`src/bus_cycle_pkg.sv`:
```
// Shared constants and carriers for the processor bus cycle controller
package bus_cycle_pkg;

  localparam int ADDR_W       = 32;   // Bus address width
  localparam int DATA_W       = 32;   // Bus data width
  localparam int WORD_BYTES   = 4;    // Bytes moved per transfer
  localparam int BURST_WORDS  = 4;    // Words per line fill
  localparam int BUF_DEPTH    = 2;    // Read buffer entries
  localparam int T_MIN_CYCLES = 2;    // Least clocks of a zero wait cycle

  // Cycle states, Gray along idle -> address -> data
  typedef enum logic [1:0] {
    ST_IDLE = 2'b00,
    ST_ADDR = 2'b01,
    ST_DATA = 2'b11
  } state_type;

  // One bus request from the core side
  typedef struct packed {
    logic [ADDR_W-1:0] addr;    // Start address
    logic [DATA_W-1:0] wdata;   // Write data
    logic              write;   // 1 = write cycle
    logic              burst;   // Core can take a burst
  } req_type;

  // One word returned to the core side
  typedef struct packed {
    logic              last;    // Final word of the cycle
    logic [DATA_W-1:0] data;    // Read data
  } word_type;

endpackage

```
`src/bus_cycle_ctrl.sv`:
```
// Bus cycle controller: starts cycles, holds through wait states, ends bursts
// Operation
// - Zero wait non-burst cycle takes two clocks
// - Sample ready from second clock until seen
// - Last-transfer high in clock two when burstable
// - No ready seen keeps the cycle open
// - Burst moves one word each burst ready
`timescale 1ns/1ps

module bus_cycle_ctrl
  import bus_cycle_pkg::*;
#(
  parameter int BURST_LEN = bus_cycle_pkg::BURST_WORDS,
  parameter int BUF_WORDS = bus_cycle_pkg::BUF_DEPTH
) (
  input  wire logic                             clk,
  input  wire logic                             nrst,
  input  wire logic                             req_valid,
  input  wire bus_cycle_pkg::req_type           req,
  output logic                                  req_ready,
  output logic                                  addr_strobe_n,
  output logic [bus_cycle_pkg::ADDR_W-1:0]      bus_addr,
  output logic                                  bus_write,
  output logic [bus_cycle_pkg::DATA_W-1:0]      bus_wdata,
  output logic                                  last_transfer_n,
  input  wire logic                             ready_n,
  input  wire logic                             burst_ready_n,
  input  wire logic [bus_cycle_pkg::DATA_W-1:0] bus_rdata,
  output logic                                  wr_done,
  output logic                                  rd_valid,
  output bus_cycle_pkg::word_type               rd_word,
  input  wire logic                             rd_ready
);
  import bus_cycle_pkg::*;

  localparam int BW = $clog2(BURST_LEN);        // Beat counter width
  localparam int CW = $clog2(BUF_WORDS + 1);    // Buffer count width
  localparam int WW = $bits(word_type);         // Buffered word width

  // Refuse a burst or buffer the logic cannot serve
  if (BURST_LEN < 2 || BUF_WORDS < 2) begin : g_param_check
    $error("bus_cycle_ctrl needs BURST_LEN and BUF_WORDS of at least 2");
  end

  // Whole controller state
  typedef struct packed {
    state_type         st;       // Cycle phase
    logic              ads_n;    // Cycle start strobe, low in first clock
    logic [ADDR_W-1:0] addr;     // Current word address
    logic              write;    // Cycle direction
    logic [DATA_W-1:0] wdata;    // Write data held on the bus
    logic              last_n;   // Last-transfer indication
    logic              ready;    // Core may hand over a request
    logic              wr_done;  // Write finished pulse
    logic [BW-1:0]     beat;     // Words already moved in this cycle
  } ctrl_state_type;

  localparam ctrl_state_type RESET_STATE = '{
    st: ST_IDLE, ads_n: 1'b1, addr: '0, write: 1'b0, wdata: '0,
    last_n: 1'b1, ready: 1'b1, wr_done: 1'b0, beat: '0};

  ctrl_state_type  s_r;          // Registered state
  ctrl_state_type  s_nxt;        // Next state
  logic            hit;          // Some ready seen at this edge
  logic            ends;         // This edge closes the cycle
  logic            take;         // Request accepted
  logic            push;         // Read word enters the buffer
  word_type        push_word;    // Word offered to the buffer
  logic            buf_in_ready; // Buffer has a free slot
  logic [CW-1:0]   buf_cnt_nxt;  // Buffer fill after this edge
  logic [WW-1:0]   buf_out;      // Raw buffered word
  logic            room_for_two; // Burst may run past the next word

  // Ready sampling and cycle end decision
  always_comb begin
    hit  = !ready_n || !burst_ready_n;
    // Plain ready always ends; burst ready ends once last is flagged
    ends = !ready_n || !s_r.last_n;
    take = (s_r.st == ST_IDLE) && req_valid && s_r.ready;
    // Two free slots after this edge keep one more burst word safe
    room_for_two = (int'(buf_cnt_nxt) + 2 <= BUF_WORDS);
  end

  // Next state
  always_comb begin
    s_nxt         = s_r;
    s_nxt.ads_n   = 1'b1;
    s_nxt.wr_done = 1'b0;
    push          = 1'b0;
    push_word     = '{last: 1'b0, data: bus_rdata};
    unique case (s_r.st)
      // Waiting for a request
      ST_IDLE: begin
        if (take) begin
          s_nxt.st     = ST_ADDR;
          s_nxt.ads_n  = 1'b0;
          s_nxt.addr   = req.addr;
          s_nxt.write  = req.write;
          s_nxt.wdata  = req.wdata;
          s_nxt.beat   = '0;
          // Burst offered only for reads the core can take
          s_nxt.last_n = req.burst && !req.write;
        end
      end
      // First clock: address out, ready not looked at
      ST_ADDR: begin
        s_nxt.st = ST_DATA;
      end
      // Second clock onward: ready sampled every edge
      ST_DATA: begin
        if (hit) begin
          if (!s_r.write) begin
            push      = buf_in_ready;
            push_word = '{last: ends, data: bus_rdata};
          end
          if (ends) begin
            s_nxt.st      = ST_IDLE;
            s_nxt.last_n  = 1'b1;
            s_nxt.wr_done = s_r.write;
          end else begin
            // Next burst word; cut the burst short when the buffer is tight
            s_nxt.beat   = s_r.beat + BW'(1);
            s_nxt.addr   = s_r.addr + ADDR_W'(WORD_BYTES);
            s_nxt.last_n = !((s_r.beat + BW'(1) == BW'(BURST_LEN - 1)) || !room_for_two);
          end
        end
        // No ready: stay in data phase, one wait state per edge
      end
    endcase
    // A new request only with an empty buffer, so a burst always has room
    s_nxt.ready = (s_nxt.st == ST_IDLE) && !take && (buf_cnt_nxt == '0);
  end

  // State register
  always_ff @(posedge clk or negedge nrst) begin
    if (!nrst) begin
      s_r <= RESET_STATE;
    end else begin
      s_r <= s_nxt;
    end
  end

  // Read words wait here so a stalled core loses nothing
  word_buffer #(
    .WIDTH (WW),
    .DEPTH (BUF_WORDS)
  ) u_rd_buf (
    .clk       (clk),
    .nrst      (nrst),
    .in_valid  (push),
    .in_data   (push_word),
    .in_ready  (buf_in_ready),
    .out_valid (rd_valid),
    .out_data  (buf_out),
    .out_ready (rd_ready),
    .count_nxt (buf_cnt_nxt)
  );

  // Outputs straight from the state register and the read buffer head
  assign req_ready       = s_r.ready;
  assign addr_strobe_n   = s_r.ads_n;
  assign bus_addr        = s_r.addr;
  assign bus_write       = s_r.write;
  assign bus_wdata       = s_r.wdata;
  assign last_transfer_n = s_r.last_n;
  assign wr_done         = s_r.wr_done;
  assign rd_word         = word_type'(buf_out);

endmodule // bus_cycle_ctrl

```
`src/word_buffer.sv`:
```
// Small ring buffer with valid and ready on both sides
`timescale 1ns/1ps

module word_buffer #(
  parameter int WIDTH = 33,
  parameter int DEPTH = 2
) (
  input  wire logic                         clk,
  input  wire logic                         nrst,
  input  wire logic                         in_valid,
  input  wire logic [WIDTH-1:0]             in_data,
  output logic                              in_ready,
  output logic                              out_valid,
  output logic [WIDTH-1:0]                  out_data,
  input  wire logic                         out_ready,
  output logic [$clog2(DEPTH+1)-1:0]        count_nxt
);
  localparam int PW = (DEPTH > 1) ? $clog2(DEPTH) : 1;   // Pointer width
  localparam int CW = $clog2(DEPTH + 1);                 // Count width

  // Refuse shapes the pointer logic cannot serve
  if (DEPTH < 2) begin : g_depth_check
    $error("word_buffer needs DEPTH of at least 2");
  end

  // Whole buffer state
  typedef struct packed {
    logic [DEPTH-1:0][WIDTH-1:0] mem;     // Storage array
    logic [PW-1:0]               wr_ptr;  // Next slot to fill
    logic [PW-1:0]               rd_ptr;  // Oldest slot
    logic [CW-1:0]               count;   // Words held
    logic                        valid;   // Registered not empty
    logic [WIDTH-1:0]            head;    // Oldest word, kept in flops for the output
  } buf_state_type;

  buf_state_type s_r;    // Registered state
  buf_state_type s_nxt;  // Next state
  logic          push;   // Word enters
  logic          pop;    // Word leaves

  // Wrap a pointer at the depth, not at a power of two
  function automatic logic [PW-1:0] step(input logic [PW-1:0] p);
    step = (p == PW'(DEPTH - 1)) ? '0 : p + PW'(1);
  endfunction

  assign in_ready  = (s_r.count != CW'(DEPTH));   // Honest full
  assign out_valid = s_r.valid;
  assign out_data  = s_r.head;
  assign count_nxt = s_nxt.count;

  // Next state: push and pop may share a cycle
  always_comb begin
    s_nxt = s_r;
    push  = in_valid && in_ready;
    pop   = s_r.valid && out_ready;
    if (push) begin
      s_nxt.mem[s_r.wr_ptr] = in_data;
      s_nxt.wr_ptr          = step(s_r.wr_ptr);
    end
    if (pop) begin
      s_nxt.rd_ptr = step(s_r.rd_ptr);
    end
    // Count moves only when one side acts alone
    if (push && !pop) begin
      s_nxt.count = s_r.count + CW'(1);
    end else if (pop && !push) begin
      s_nxt.count = s_r.count - CW'(1);
    end
    s_nxt.valid = (s_nxt.count != '0);
    // Head copied ahead of time so the reader sees a flop, not a mux
    s_nxt.head  = s_nxt.mem[s_nxt.rd_ptr];
  end

  // State register
  always_ff @(posedge clk or negedge nrst) begin
    if (!nrst) begin
      s_r <= '0;
    end else begin
      s_r <= s_nxt;
    end
  end

endmodule // word_buffer
```
`config.mk`:
```
export PLATFORM = sky130hd
export DESIGN_NAME = bus_cycle_ctrl
export DESIGN_NICKNAME = d
export VERILOG_FILES = /design/src/bus_cycle_pkg.sv /design/src/bus_cycle_ctrl.sv /design/src/word_buffer.sv
export SDC_FILE = /design/constraint.sdc
export NUM_CORES = 1
export LEC_CHECK = 0
export BUFFER_PORTS_ARGS = -buffer_cell sky130_fd_sc_hd__buf_2
export CAP_MARGIN = 40
export CORE_MARGIN = 2
export CORE_UTILIZATION = 30
export DETAILED_ROUTE_END_ITERATION = 12
export GPL_TIMING_DRIVEN = 0
export RECOVER_POWER = 25
export SLEW_MARGIN = 15
export SYNTH_ARGS = -nofsm -noshare
export SYNTH_HDL_FRONTEND = slang
export SYNTH_SLANG_ARGS = --single-unit
```
`constraint.sdc`:
```
create_clock -name clk -period 1.9 [get_ports clk]
set_input_delay 0.19 -clock clk [delete_from_list [all_inputs] [get_ports clk]]
set_output_delay 0.19 -clock clk [all_outputs]
set_load 0.02 [all_outputs]
```
==> results of run 1 <==
tightest hold or removal path: stages:
cell and delay, ns:
sky130_fd_sc_hd__buf_2 0.08, sky130_fd_sc_hd__a22oi_1 0.06, sky130_fd_sc_hd__o311ai_0 0.09
path summary, 6_finish.rpt:
| kind | endpoint | slack [ns] | from |
|---|---|---|---|
| max | u_rd_buf.out_data[31] | -0.11 | u_rd_buf.s_r[34] |
| min | bus_addr[24] | 0.02 | req[58] |
| max reg2reg | u_rd_buf.out_data[31] | -0.11 | u_rd_buf.s_r[34] |
| min reg2reg | bus_wdata[21] | 0.48 | bus_wdata[21] |
| max in group asynchronous | s_r[71] | 0.21 | nrst |
| min in group asynchronous | bus_addr[5] | 0.62 | nrst |
metrics by stage:
| stage | worst slack (ns) | hold WS [ns] |
|---|---|---|
| 2_1_floorplan | -0.0321 | -0.106 |
| 3_3_place_gp | -2.41 | 0.383 |
| 3_5_place_dp | -0.459 | 0.147 |
| 4_1_cts | -0.0931 | 0.00183 |
| 5_1_grt | -0.209 | 0.0142 |
| 6_report | -0.112 | 0.0168 |
cells in the mapped netlist, drive strengths merged (2+ instances only):
| master | instances | area (um2) |
|---|---|---|
| a21oi | 16 | 80.1 |
| a221o | 4 | 40.0 |
| a221oi | 31 | 272 |
| a22o | 2 | 17.5 |
| a22oi | 5 | 37.5 |
| a31oi | 6 | 37.5 |
| a32o | 2 | 20.0 |
| a32oi | 2 | 17.5 |
| and2 | 10 | 62.6 |
| and3 | 6 | 37.5 |
| and4 | 4 | 35.0 |
| buf | 125 | 907 |
| clkbuf | 31 | 116 |
| dfrtp | 174 | 4350 |
| dfstp | 3 | 78.8 |
| ha | 3 | 37.5 |
| inv | 6 | 22.5 |
| mux2 | 65 | 732 |
| mux2i | 32 | 320 |
| nand2 | 148 | 556 |
| nand3 | 23 | 125 |
| nand3b | 2 | 15.0 |
| nand4 | 4 | 40.0 |
| nor2 | 55 | 209 |
| nor3 | 7 | 35.0 |
| nor4 | 6 | 67.6 |
| o211ai | 5 | 37.5 |
| o21ai | 26 | 130 |
| o22a | 31 | 272 |
| o22ai | 32 | 200 |
| o311ai | 12 | 105 |
| o31ai | 2 | 15.0 |
| or2 | 2 | 12.5 |
| or3b | 2 | 17.5 |
| or4 | 4 | 30.0 |
| xnor2 | 2 | 17.5 |
repair_timing:
item,CTS,global route
pin swaps,6,5
resized for setup,73,53
setup buffers,22,12
endpoints found under the hold margin,98,0
endpoints found under the setup margin,163,118
hold buffers,48,0
gates cloned,3,1
layer usage:
layer / global-route usage / routed length (um)
met1: 0.220 / 12200
met2: 0.281 / 13600
met3: 0.0267 / 1350
met4: 0.0712 / 740
met5: 0 / 11
layout make-up:
| class | count | area [um2] | share of cell area |
|---|---|---|---|
| flip-flops and latches | 177 | 4440 | 0.353 |
| diodes | 5 | 12.5 | 0.000994 |
| well taps | 396 | 495 | 0.0394 |
| inverters | 6 | 22.5 | 0.00179 |
| repair buffers | 291 | 1900 | 0.151 |
| multi-input cells | 565 | 4020 | 0.319 |
| plain buffers | 153 | 1090 | 0.0864 |
| clock inverters | 15 | 190 | 0.0151 |
| clock buffers | 17 | 425 | 0.0338 |
cell usage in the layout, fill, tap and decap left out, types with 10 or more instances in the layout:
master	synthesis	routed
sky130_fd_sc_hd__mux2i_1	32	32
sky130_fd_sc_hd__clkbuf_16	0	17
sky130_fd_sc_hd__buf_4	105	130
sky130_fd_sc_hd__nand2_1	148	146
sky130_fd_sc_hd__mux2_2	65	33
sky130_fd_sc_hd__o21ai_0	26	18
sky130_fd_sc_hd__buf_2	11	212
sky130_fd_sc_hd__a221oi_1	31	26
sky130_fd_sc_hd__clkbuf_2	0	12
sky130_fd_sc_hd__nor2_1	54	50
sky130_fd_sc_hd__clkbuf_1	31	15
sky130_fd_sc_hd__o311ai_0	12	10
sky130_fd_sc_hd__a21oi_1	16	16
sky130_fd_sc_hd__o22ai_1	32	32
sky130_fd_sc_hd__mux2_4	0	32
sky130_fd_sc_hd__dlygate4sd3_1	0	48
sky130_fd_sc_hd__dfrtp_1	174	166
sky130_fd_sc_hd__nand3_1	21	20
sky130_fd_sc_hd__o22a_1	31	31
registers in the layout (all words and copies together) (netlist names):
name and count:
addr_strobe_n 1, bus_addr 32, bus_wdata 32, bus_write 1, last_transfer_n 1, req_ready 1
s_r 4, u_rd_buf.out_data 33, u_rd_buf.out_valid 1, u_rd_buf.s_r 70, wr_done 1
kinds of logic after synthesis:
family	after synthesis	share of synthesized area
mux	97	0.114
compound gates	183	0.145
buf+inv	162	0.113
fa+ha+maj	3	0.00407
simple gates	280	0.142
flops	177	0.480
xor+xnor	2	0.00190
report_power, final:
| group | internal, W | total (W) | switching, W |
|---|---|---|---|
| logic | 0.00154 | 0.00317 | 0.00163 |
| registers | 0.00403 | 0.00415 | 0.000123 |
| clock network | 0.00191 | 0.00368 | 0.00177 |
==> impl_metrics.prom, run 1 <==
# TYPE chip_impl_metric gauge
chip_impl_info{name="synth_ff_type",value="sky130_fd_sc_hd__dfrtp_1"} 1
chip_impl_metric{name="worstMarginPinSlew",unit="ns"} 1.52
chip_impl_metric{name="final_design_area_no_fill",unit="mm2"} 0.0126
chip_impl_metric{name="worst-path-stages",unit=""} 8
chip_impl_metric{name="floorplan.die_area",unit="mm2"} 0.0322
chip_impl_info{name="crit_path_cell_trace",value="inv_2, ha_4, nand4bb_4, nand2b_4, nor2_4, buf_12, mux2_4, mux2_4"} 1
chip_impl_info{name="grt_setup_unrepaired",value="true"} 1
chip_impl_metric{name="power_density",unit="mW/mm2"} 874
chip_impl_metric{name="global_route_overflow",unit=""} 0
chip_impl_metric{name="area_growth_from_synthesis_to_layout",unit="%"} 36.4
chip_impl_metric{name="final_core_util",unit=""} 0.414
chip_impl_metric{name="synthArstFlopShare",unit=""} 1.00
chip_impl_metric{name="dr.first_iter.drc_count",unit=""} 590
chip_impl_metric{name="final_layout_size_suffix_gt1_frac",unit=""} 0.424
chip_impl_metric{name="overall_via_count_from_detail_route",unit=""} 8119
chip_impl_metric{name="wl_per_cell",unit="um"} 17.2
chip_impl_metric{name="drtAntennaViolNets",unit=""} 0
chip_impl_metric{name="clock_latency_on_the_worst_skew_pair",unit="ns"} 0.44
chip_impl_info{name="run_status",value="finished with violations"} 1
chip_impl_metric{name="nets",unit=""} 1318
chip_impl_metric{name="numCtsBuffers",unit=""} 17
chip_impl_metric{name="numPlacedInstances",unit=""} 1508
chip_impl_metric{name="worst_ir_drop_vdd",unit="mV"} 0.542
chip_impl_info{name="critPathSlowestCell",value="sky130_fd_sc_hd__dfrtp_1"} 1
chip_impl_metric{name="std_cell_rows",unit=""} 64
chip_impl_metric{name="critical_path_buffer_and_inverter_count",unit=""} 2
chip_impl_metric{name="grt_max_degree",unit=""} 63
chip_impl_metric{name="clock-sinks",unit=""} 177
chip_impl_info{name="crit_path_start_kind",value="flop"} 1
chip_impl_metric{name="yosys_register_bits",unit=""} 177
chip_impl_metric{name="synth.cell_area",unit="mm2"} 0.00923
chip_impl_info{name="hold_path.class",value="input port to flop"} 1
chip_impl_metric{name="count_of_cells_along_the_worst_hold_path",unit=""} 3
chip_impl_metric{name="max_freq",unit="MHz"} 497
chip_impl_metric{name="core_area",unit="mm2"} 0.0304
chip_impl_metric{name="drt_drc_violations_left",unit=""} 0
chip_impl_metric{name="worst_setup_margin",unit="ns"} -0.112
chip_impl_info{name="violated_checks",value="capacitance limit, slew limit, setup timing"} 1
chip_impl_metric{name="first_global_vias",unit=""} 8098
chip_impl_metric{name="average_footprint_of_a_synthesized_cell",unit="um2"} 10.2
chip_impl_metric{name="min_period",unit="ns"} 2.01
chip_impl_info{name="setup.worst_path.end_class",value="flop"} 1
chip_impl_metric{name="cp.arrival",unit="ns"} 2.34
chip_impl_metric{name="synth_fp_nets",unit=""} 1011
chip_impl_info{name="worst_path_dominant_cell_family",value="simple AND/OR/NAND/NOR gates"} 1
chip_impl_metric{name="count_of_yosys_warnings_during_synthesis",unit=""} 0
chip_impl_metric{name="count_of_final_hold_check_violations",unit=""} 0
chip_impl_metric{name="worst-r2r-cell-count",unit=""} 8
chip_impl_info{name="crit_top_cell",value="sky130_fd_sc_hd__mux2_4"} 1
chip_impl_metric{name="floorplan.initialDensity",unit=""} 0.303
chip_impl_metric{name="worst_clock_skew",unit="ns"} 0.0165
chip_impl_metric{name="synth_seq_area_share",unit=""} 0.480
chip_impl_metric{name="setup-violations-final",unit=""} 53
chip_impl_metric{name="max-slew-margin-rel",unit=""} -0.0110
chip_impl_metric{name="clk_path_buf_depth",unit=""} 2
chip_impl_metric{name="wirelength",unit="um"} 27900
chip_impl_metric{name="postSynthCellCount",unit=""} 904
chip_impl_metric{name="viasPerCell",unit=""} 5.00
chip_impl_metric{name="fillerInstances",unit=""} 2911
chip_impl_metric{name="grt_pass1_wl",unit="um"} 43800
chip_impl_metric{name="slew_viol_final",unit=""} 54
chip_impl_metric{name="worst-path-max-fanout",unit=""} 6
chip_impl_metric{name="die-width",unit="um"} 179
chip_impl_metric{name="postPlaceCellArea",unit="mm2"} 0.0109
chip_impl_info{name="crit_type",value="flop to flop"} 1
chip_impl_metric{name="grt_util_all_layers",unit=""} 0.169
chip_impl_info{name="cts_tree",value="built"} 1
chip_impl_metric{name="required_time_reported_for_the_critical_path_endpoint",unit="ns"} 2.23
chip_impl_metric{name="antenna_found_initial",unit=""} 6
chip_impl_metric{name="slowest_delay",unit="ns"} 0.38
chip_impl_metric{name="count_of_flip_flops_with_a_built_in_enable_after_synthesis",unit=""} 0
chip_impl_metric{name="finalSetupTns",unit="ns"} -2.65
chip_impl_metric{name="total_leakage_power",unit="nW"} 6.39
chip_impl_metric{name="synth_cell_type_count",unit=""} 59
chip_impl_metric{name="report.power.total",unit="W"} 0.0110
chip_impl_metric{name="place.gp.congestion",unit=""} 0.879
chip_impl_metric{name="period_share",unit=""} 1.06
chip_impl_metric{name="instances_no_fill",unit=""} 1625
chip_impl_metric{name="firstDrtPassIters",unit=""} 5
chip_impl_metric{name="die_height",unit="um"} 179
chip_impl_metric{name="io_buffer_count",unit=""} 206
chip_impl_info{name="root_buffer_selected_by_cts",value="sky130_fd_sc_hd__clkbuf_16"} 1
chip_impl_metric{name="cts.reportedPaths.clkPinSlew",unit="ns"} 0.08
chip_impl_metric{name="clock_tree.htree_level_count",unit=""} 4
chip_impl_metric{name="maxCapViolCount",unit=""} 1
chip_impl_metric{name="detailedPlacementHpwl",unit="um"} 18600
chip_impl_metric{name="boundaryPins",unit=""} 207
Power figures use the tool's default switching activity.
==> inputs of run 2 (changes only) <==
--- a/config.mk
+++ b/config.mk
@@ -6,12 +6,13 @@
 export NUM_CORES = 1
 export LEC_CHECK = 0
 export BUFFER_PORTS_ARGS = -buffer_cell sky130_fd_sc_hd__buf_2
-export CAP_MARGIN = 40
+export CAP_MARGIN = 20
 export CORE_MARGIN = 2
 export CORE_UTILIZATION = 30
 export DETAILED_ROUTE_END_ITERATION = 12
 export GPL_TIMING_DRIVEN = 0
 export RECOVER_POWER = 25
+export SETUP_SLACK_MARGIN = 0.5
 export SLEW_MARGIN = 15
 export SYNTH_ARGS = -nofsm -noshare
 export SYNTH_HDL_FRONTEND = slang
==> run 2 against run 1 <==
Net effect: the run ends with setup timing left; core utilization up 8.6 points; clock-buffer cell count unchanged; clock skew down 0.0026 ns; worst setup slack worse by 0.013 ns; combinational power up 3%; non-clock buffer count up 107; power down 0.40%; largest cell class is now multi-input combinational cells; critical path type unchanged; global-route usage up 0.97 points.
==> impl_metrics.prom, run 2 (same netlist as run 1, synthesis figures left out) <==
# TYPE chip_impl_metric gauge
chip_impl_metric{name="grt_util_all_layers",unit=""} 0.179
chip_impl_metric{name="dr.first_iter.drc_count",unit=""} 452
chip_impl_metric{name="first_global_vias",unit=""} 8518
chip_impl_info{name="hp-start",value="bus_rdata[31]"} 1
chip_impl_metric{name="min_period",unit="ns"} 2.03
chip_impl_metric{name="grt_max_degree",unit=""} 77
chip_impl_metric{name="maxCapViolCount",unit=""} 0
chip_impl_metric{name="worst_clock_skew",unit="ns"} 0.0139
chip_impl_info{name="violated_checks",value="setup timing"} 1
chip_impl_info{name="setup.worst_path.end_class",value="flop"} 1
chip_impl_metric{name="floorplan.die_area",unit="mm2"} 0.0322
chip_impl_info{name="critPathSlowestCell",value="sky130_fd_sc_hd__or4_4"} 1
chip_impl_metric{name="place.gp.congestion",unit=""} 0.865
chip_impl_info{name="layout.cells.most_common_list",value="sky130_fd_sc_hd__buf_2, sky130_fd_sc_hd__buf_4, sky130_fd_sc_hd__dfrtp_1, sky130_fd_sc_hd__nand2_1, sky130_fd_sc_hd__buf_6"} 1
chip_impl_metric{name="count_of_cells_along_the_worst_hold_path",unit=""} 2
chip_impl_info{name="root_buffer_selected_by_cts",value="sky130_fd_sc_hd__clkbuf_16"} 1
chip_impl_metric{name="worst_setup_margin",unit="ns"} -0.125
chip_impl_info{name="crit_type",value="flop to flop"} 1
chip_impl_metric{name="io_buffer_count",unit=""} 206
chip_impl_metric{name="detailedPlacementHpwl",unit="um"} 18500
chip_impl_info{name="run_status",value="finished with violations"} 1
chip_impl_metric{name="numCtsBuffers",unit=""} 17
chip_impl_metric{name="hold_ws",unit="ns"} 0.0247
chip_impl_metric{name="max_freq",unit="MHz"} 494
chip_impl_metric{name="count_of_final_hold_check_violations",unit=""} 0
chip_impl_metric{name="global_route_overflow",unit=""} 0
chip_impl_info{name="top_register",value="u_rd_buf.s_r"} 1
chip_impl_metric{name="final_layout_size_suffix_gt1_frac",unit=""} 0.600
chip_impl_metric{name="slew_viol_final",unit=""} 0
chip_impl_info{name="crit-reg2reg-launch",value="u_rd_buf.s_r[35]"} 1
chip_impl_metric{name="nets",unit=""} 1426
chip_impl_metric{name="drtAntennaViolNets",unit=""} 0
chip_impl_metric{name="net-switching-power",unit="W"} 0.00348
chip_impl_metric{name="max-slew-margin-rel",unit=""} 0.357
chip_impl_metric{name="drt_drc_violations_left",unit=""} 0
chip_impl_metric{name="required_time_reported_for_the_critical_path_endpoint",unit="ns"} 2.18
chip_impl_metric{name="total_leakage_power",unit="nW"} 7.47
chip_impl_info{name="hold_path.class",value="input port to flop"} 1
chip_impl_metric{name="power_density",unit="mW/mm2"} 721
chip_impl_metric{name="worst-path-max-fanout",unit=""} 10
chip_impl_info{name="grt_setup_unrepaired",value="true"} 1
chip_impl_metric{name="area_growth_from_synthesis_to_layout",unit="%"} 64.7
chip_impl_metric{name="clk_path_buf_depth",unit=""} 2
chip_impl_metric{name="period_share",unit=""} 1.07
chip_impl_info{name="layout.cells.most_common",value="sky130_fd_sc_hd__buf_2"} 1
chip_impl_info{name="worst_path_dominant_cell_family",value="simple AND/OR/NAND/NOR gates"} 1
chip_impl_metric{name="clock_latency_on_the_worst_skew_pair",unit="ns"} 0.43
chip_impl_metric{name="critical_path_buffer_and_inverter_count",unit=""} 2
chip_impl_metric{name="worstMarginPinSlew",unit="ns"} 0.965
chip_impl_metric{name="worst-path-stages",unit=""} 8
chip_impl_metric{name="pwr-share-clk",unit=""} 0.322
chip_impl_metric{name="std_cell_rows",unit=""} 64
chip_impl_metric{name="internal-power",unit="W"} 0.00748
chip_impl_metric{name="slowest_delay",unit="ns"} 0.43
chip_impl_metric{name="worst-r2r-cell-count",unit=""} 8
chip_impl_metric{name="number_of_flip_flops_in_the_largest_register",unit=""} 70
chip_impl_metric{name="overall_via_count_from_detail_route",unit=""} 8743
chip_impl_info{name="crit_path_cell_trace",value="ha_2, nand4bb_4, or4_4, buf_6, buf_8, o22a_1, nor2_1, a221oi_2"} 1
chip_impl_metric{name="firstDrtPassIters",unit=""} 5
chip_impl_metric{name="wl_per_cell",unit="um"} 18.5
chip_impl_metric{name="cp.arrival",unit="ns"} 2.30
chip_impl_metric{name="grt_pass1_wl",unit="um"} 46300
chip_impl_metric{name="viasPerCell",unit=""} 5.05
chip_impl_info{name="cp-startpoint",value="u_rd_buf.s_r[35]"} 1
chip_impl_metric{name="antenna_found_initial",unit=""} 3
chip_impl_metric{name="wirelength",unit="um"} 32000
chip_impl_metric{name="die-width",unit="um"} 179
chip_impl_info{name="crit_path_start_kind",value="flop"} 1
chip_impl_info{name="cts_tree",value="built"} 1
chip_impl_metric{name="seq_power_share",unit=""} 0.379
chip_impl_metric{name="floorplan.initialDensity",unit=""} 0.303
chip_impl_metric{name="setup-violations-final",unit=""} 76
chip_impl_metric{name="clock_tree.htree_level_count",unit=""} 4
chip_impl_metric{name="die_height",unit="um"} 179
chip_impl_metric{name="clock-sinks",unit=""} 177
chip_impl_metric{name="cts.reportedPaths.clkPinSlew",unit="ns"} 0.08
chip_impl_metric{name="final_core_util",unit=""} 0.500
chip_impl_metric{name="boundaryPins",unit=""} 207
chip_impl_metric{name="sw_frac_of_total",unit=""} 0.317
chip_impl_metric{name="worst_ir_drop_vdd",unit="mV"} 0.588
chip_impl_metric{name="power_frac_comb",unit=""} 0.299
chip_impl_metric{name="core_area",unit="mm2"} 0.0304
[run 2: power groups by stage]
stage	logic [W]	registers, W	clock network, W
2_1_floorplan	0.00208	0.00421	0
3_3_place_gp	0.00287	0.00423	0
3_5_place_dp	0.00291	0.00423	0
4_1_cts	0.00314	0.00415	0.00363
5_1_grt	0.00352	0.00418	0.00377
6_report	0.00328	0.00415	0.00353
[run 2: final cells by class]
| class | instances | area, um2 |
|---|---|---|
| repair buffers | 395 | 3270 |
| flip-flops and latches | 177 | 4470 |
| clock inverters | 14 | 145 |
| well taps | 396 | 495 |
| diodes | 3 | 7.51 |
| fillers | 2589 | 15200 |
| clock buffers | 17 | 425 |
| inverters | 6 | 38.8 |
| plain buffers | 156 | 1510 |
| multi-input cells | 566 | 4840 |
[run 2: through the flow]
step / std cells / TNS, ns / cell area [um2] / power [W] / worst slack (ns)
floorplan: 904 / -0.0321 / 9520 / 0.00629 / -0.0321
global placement: 1506 / -442.54 / 11000 / 0.00709 / -2.76
detailed placement: 1508 / -21.12 / 11100 / 0.00714 / -0.284
CTS: 1662 / -3.01 / 13900 / 0.0109 / -0.104
global route: 1730 / -13.22 / 15200 / 0.0115 / -0.207
finish: 1730 / -4.55 / 15200 / 0.0110 / -0.125
[run 2: worst reg2reg max path, stage by stage, from the launching register on]
cell and delay, ns:
sky130_fd_sc_hd__dfrtp_1 0.40, sky130_fd_sc_hd__ha_2 0.18, sky130_fd_sc_hd__nand4bb_4 0.21, sky130_fd_sc_hd__or4_4 0.43
sky130_fd_sc_hd__buf_6 0.16, sky130_fd_sc_hd__buf_8 0.15, sky130_fd_sc_hd__o22a_1 0.16, sky130_fd_sc_hd__nor2_1 0.11
sky130_fd_sc_hd__a221oi_2 0.06
[run 2: what timing repair did]
item                                    in CTS  in global routing
setup buffers                               59                 59
hold buffers                                49                  0
pin swaps                                   78                 59
gates resized for setup                    236                183
endpoints found under the hold margin       91                  0
endpoints found under the setup margin     191                274
gates cloned                                15                  6
[run 2: metal layers]
| metal | up-vias | part of all wire | GRT usage |
|---|---|---|---|
| met3 | 89 | 0.044 | 0.0280 |
| met2 | 314 | 0.49 | 0.299 |
| met5 | - | 0 | 0 |
| li1 | 4005 | - | - |
| met1 | 4335 | 0.43 | 0.231 |
| met4 | 0 | 0.041 | 0.0751 |
[run 2: final timing paths]
kind / endpoint / slack (ns)
worst max-delay path: u_rd_buf.out_data[3] / -0.13
worst min-delay path: u_rd_buf.s_r[69] / 0.02
worst max register to register: u_rd_buf.out_data[3] / -0.13
worst min register to register: bus_wdata[17] / 0.49
max in group asynchronous: last_transfer_n / 0.08
min in group asynchronous: bus_addr[4] / 0.23
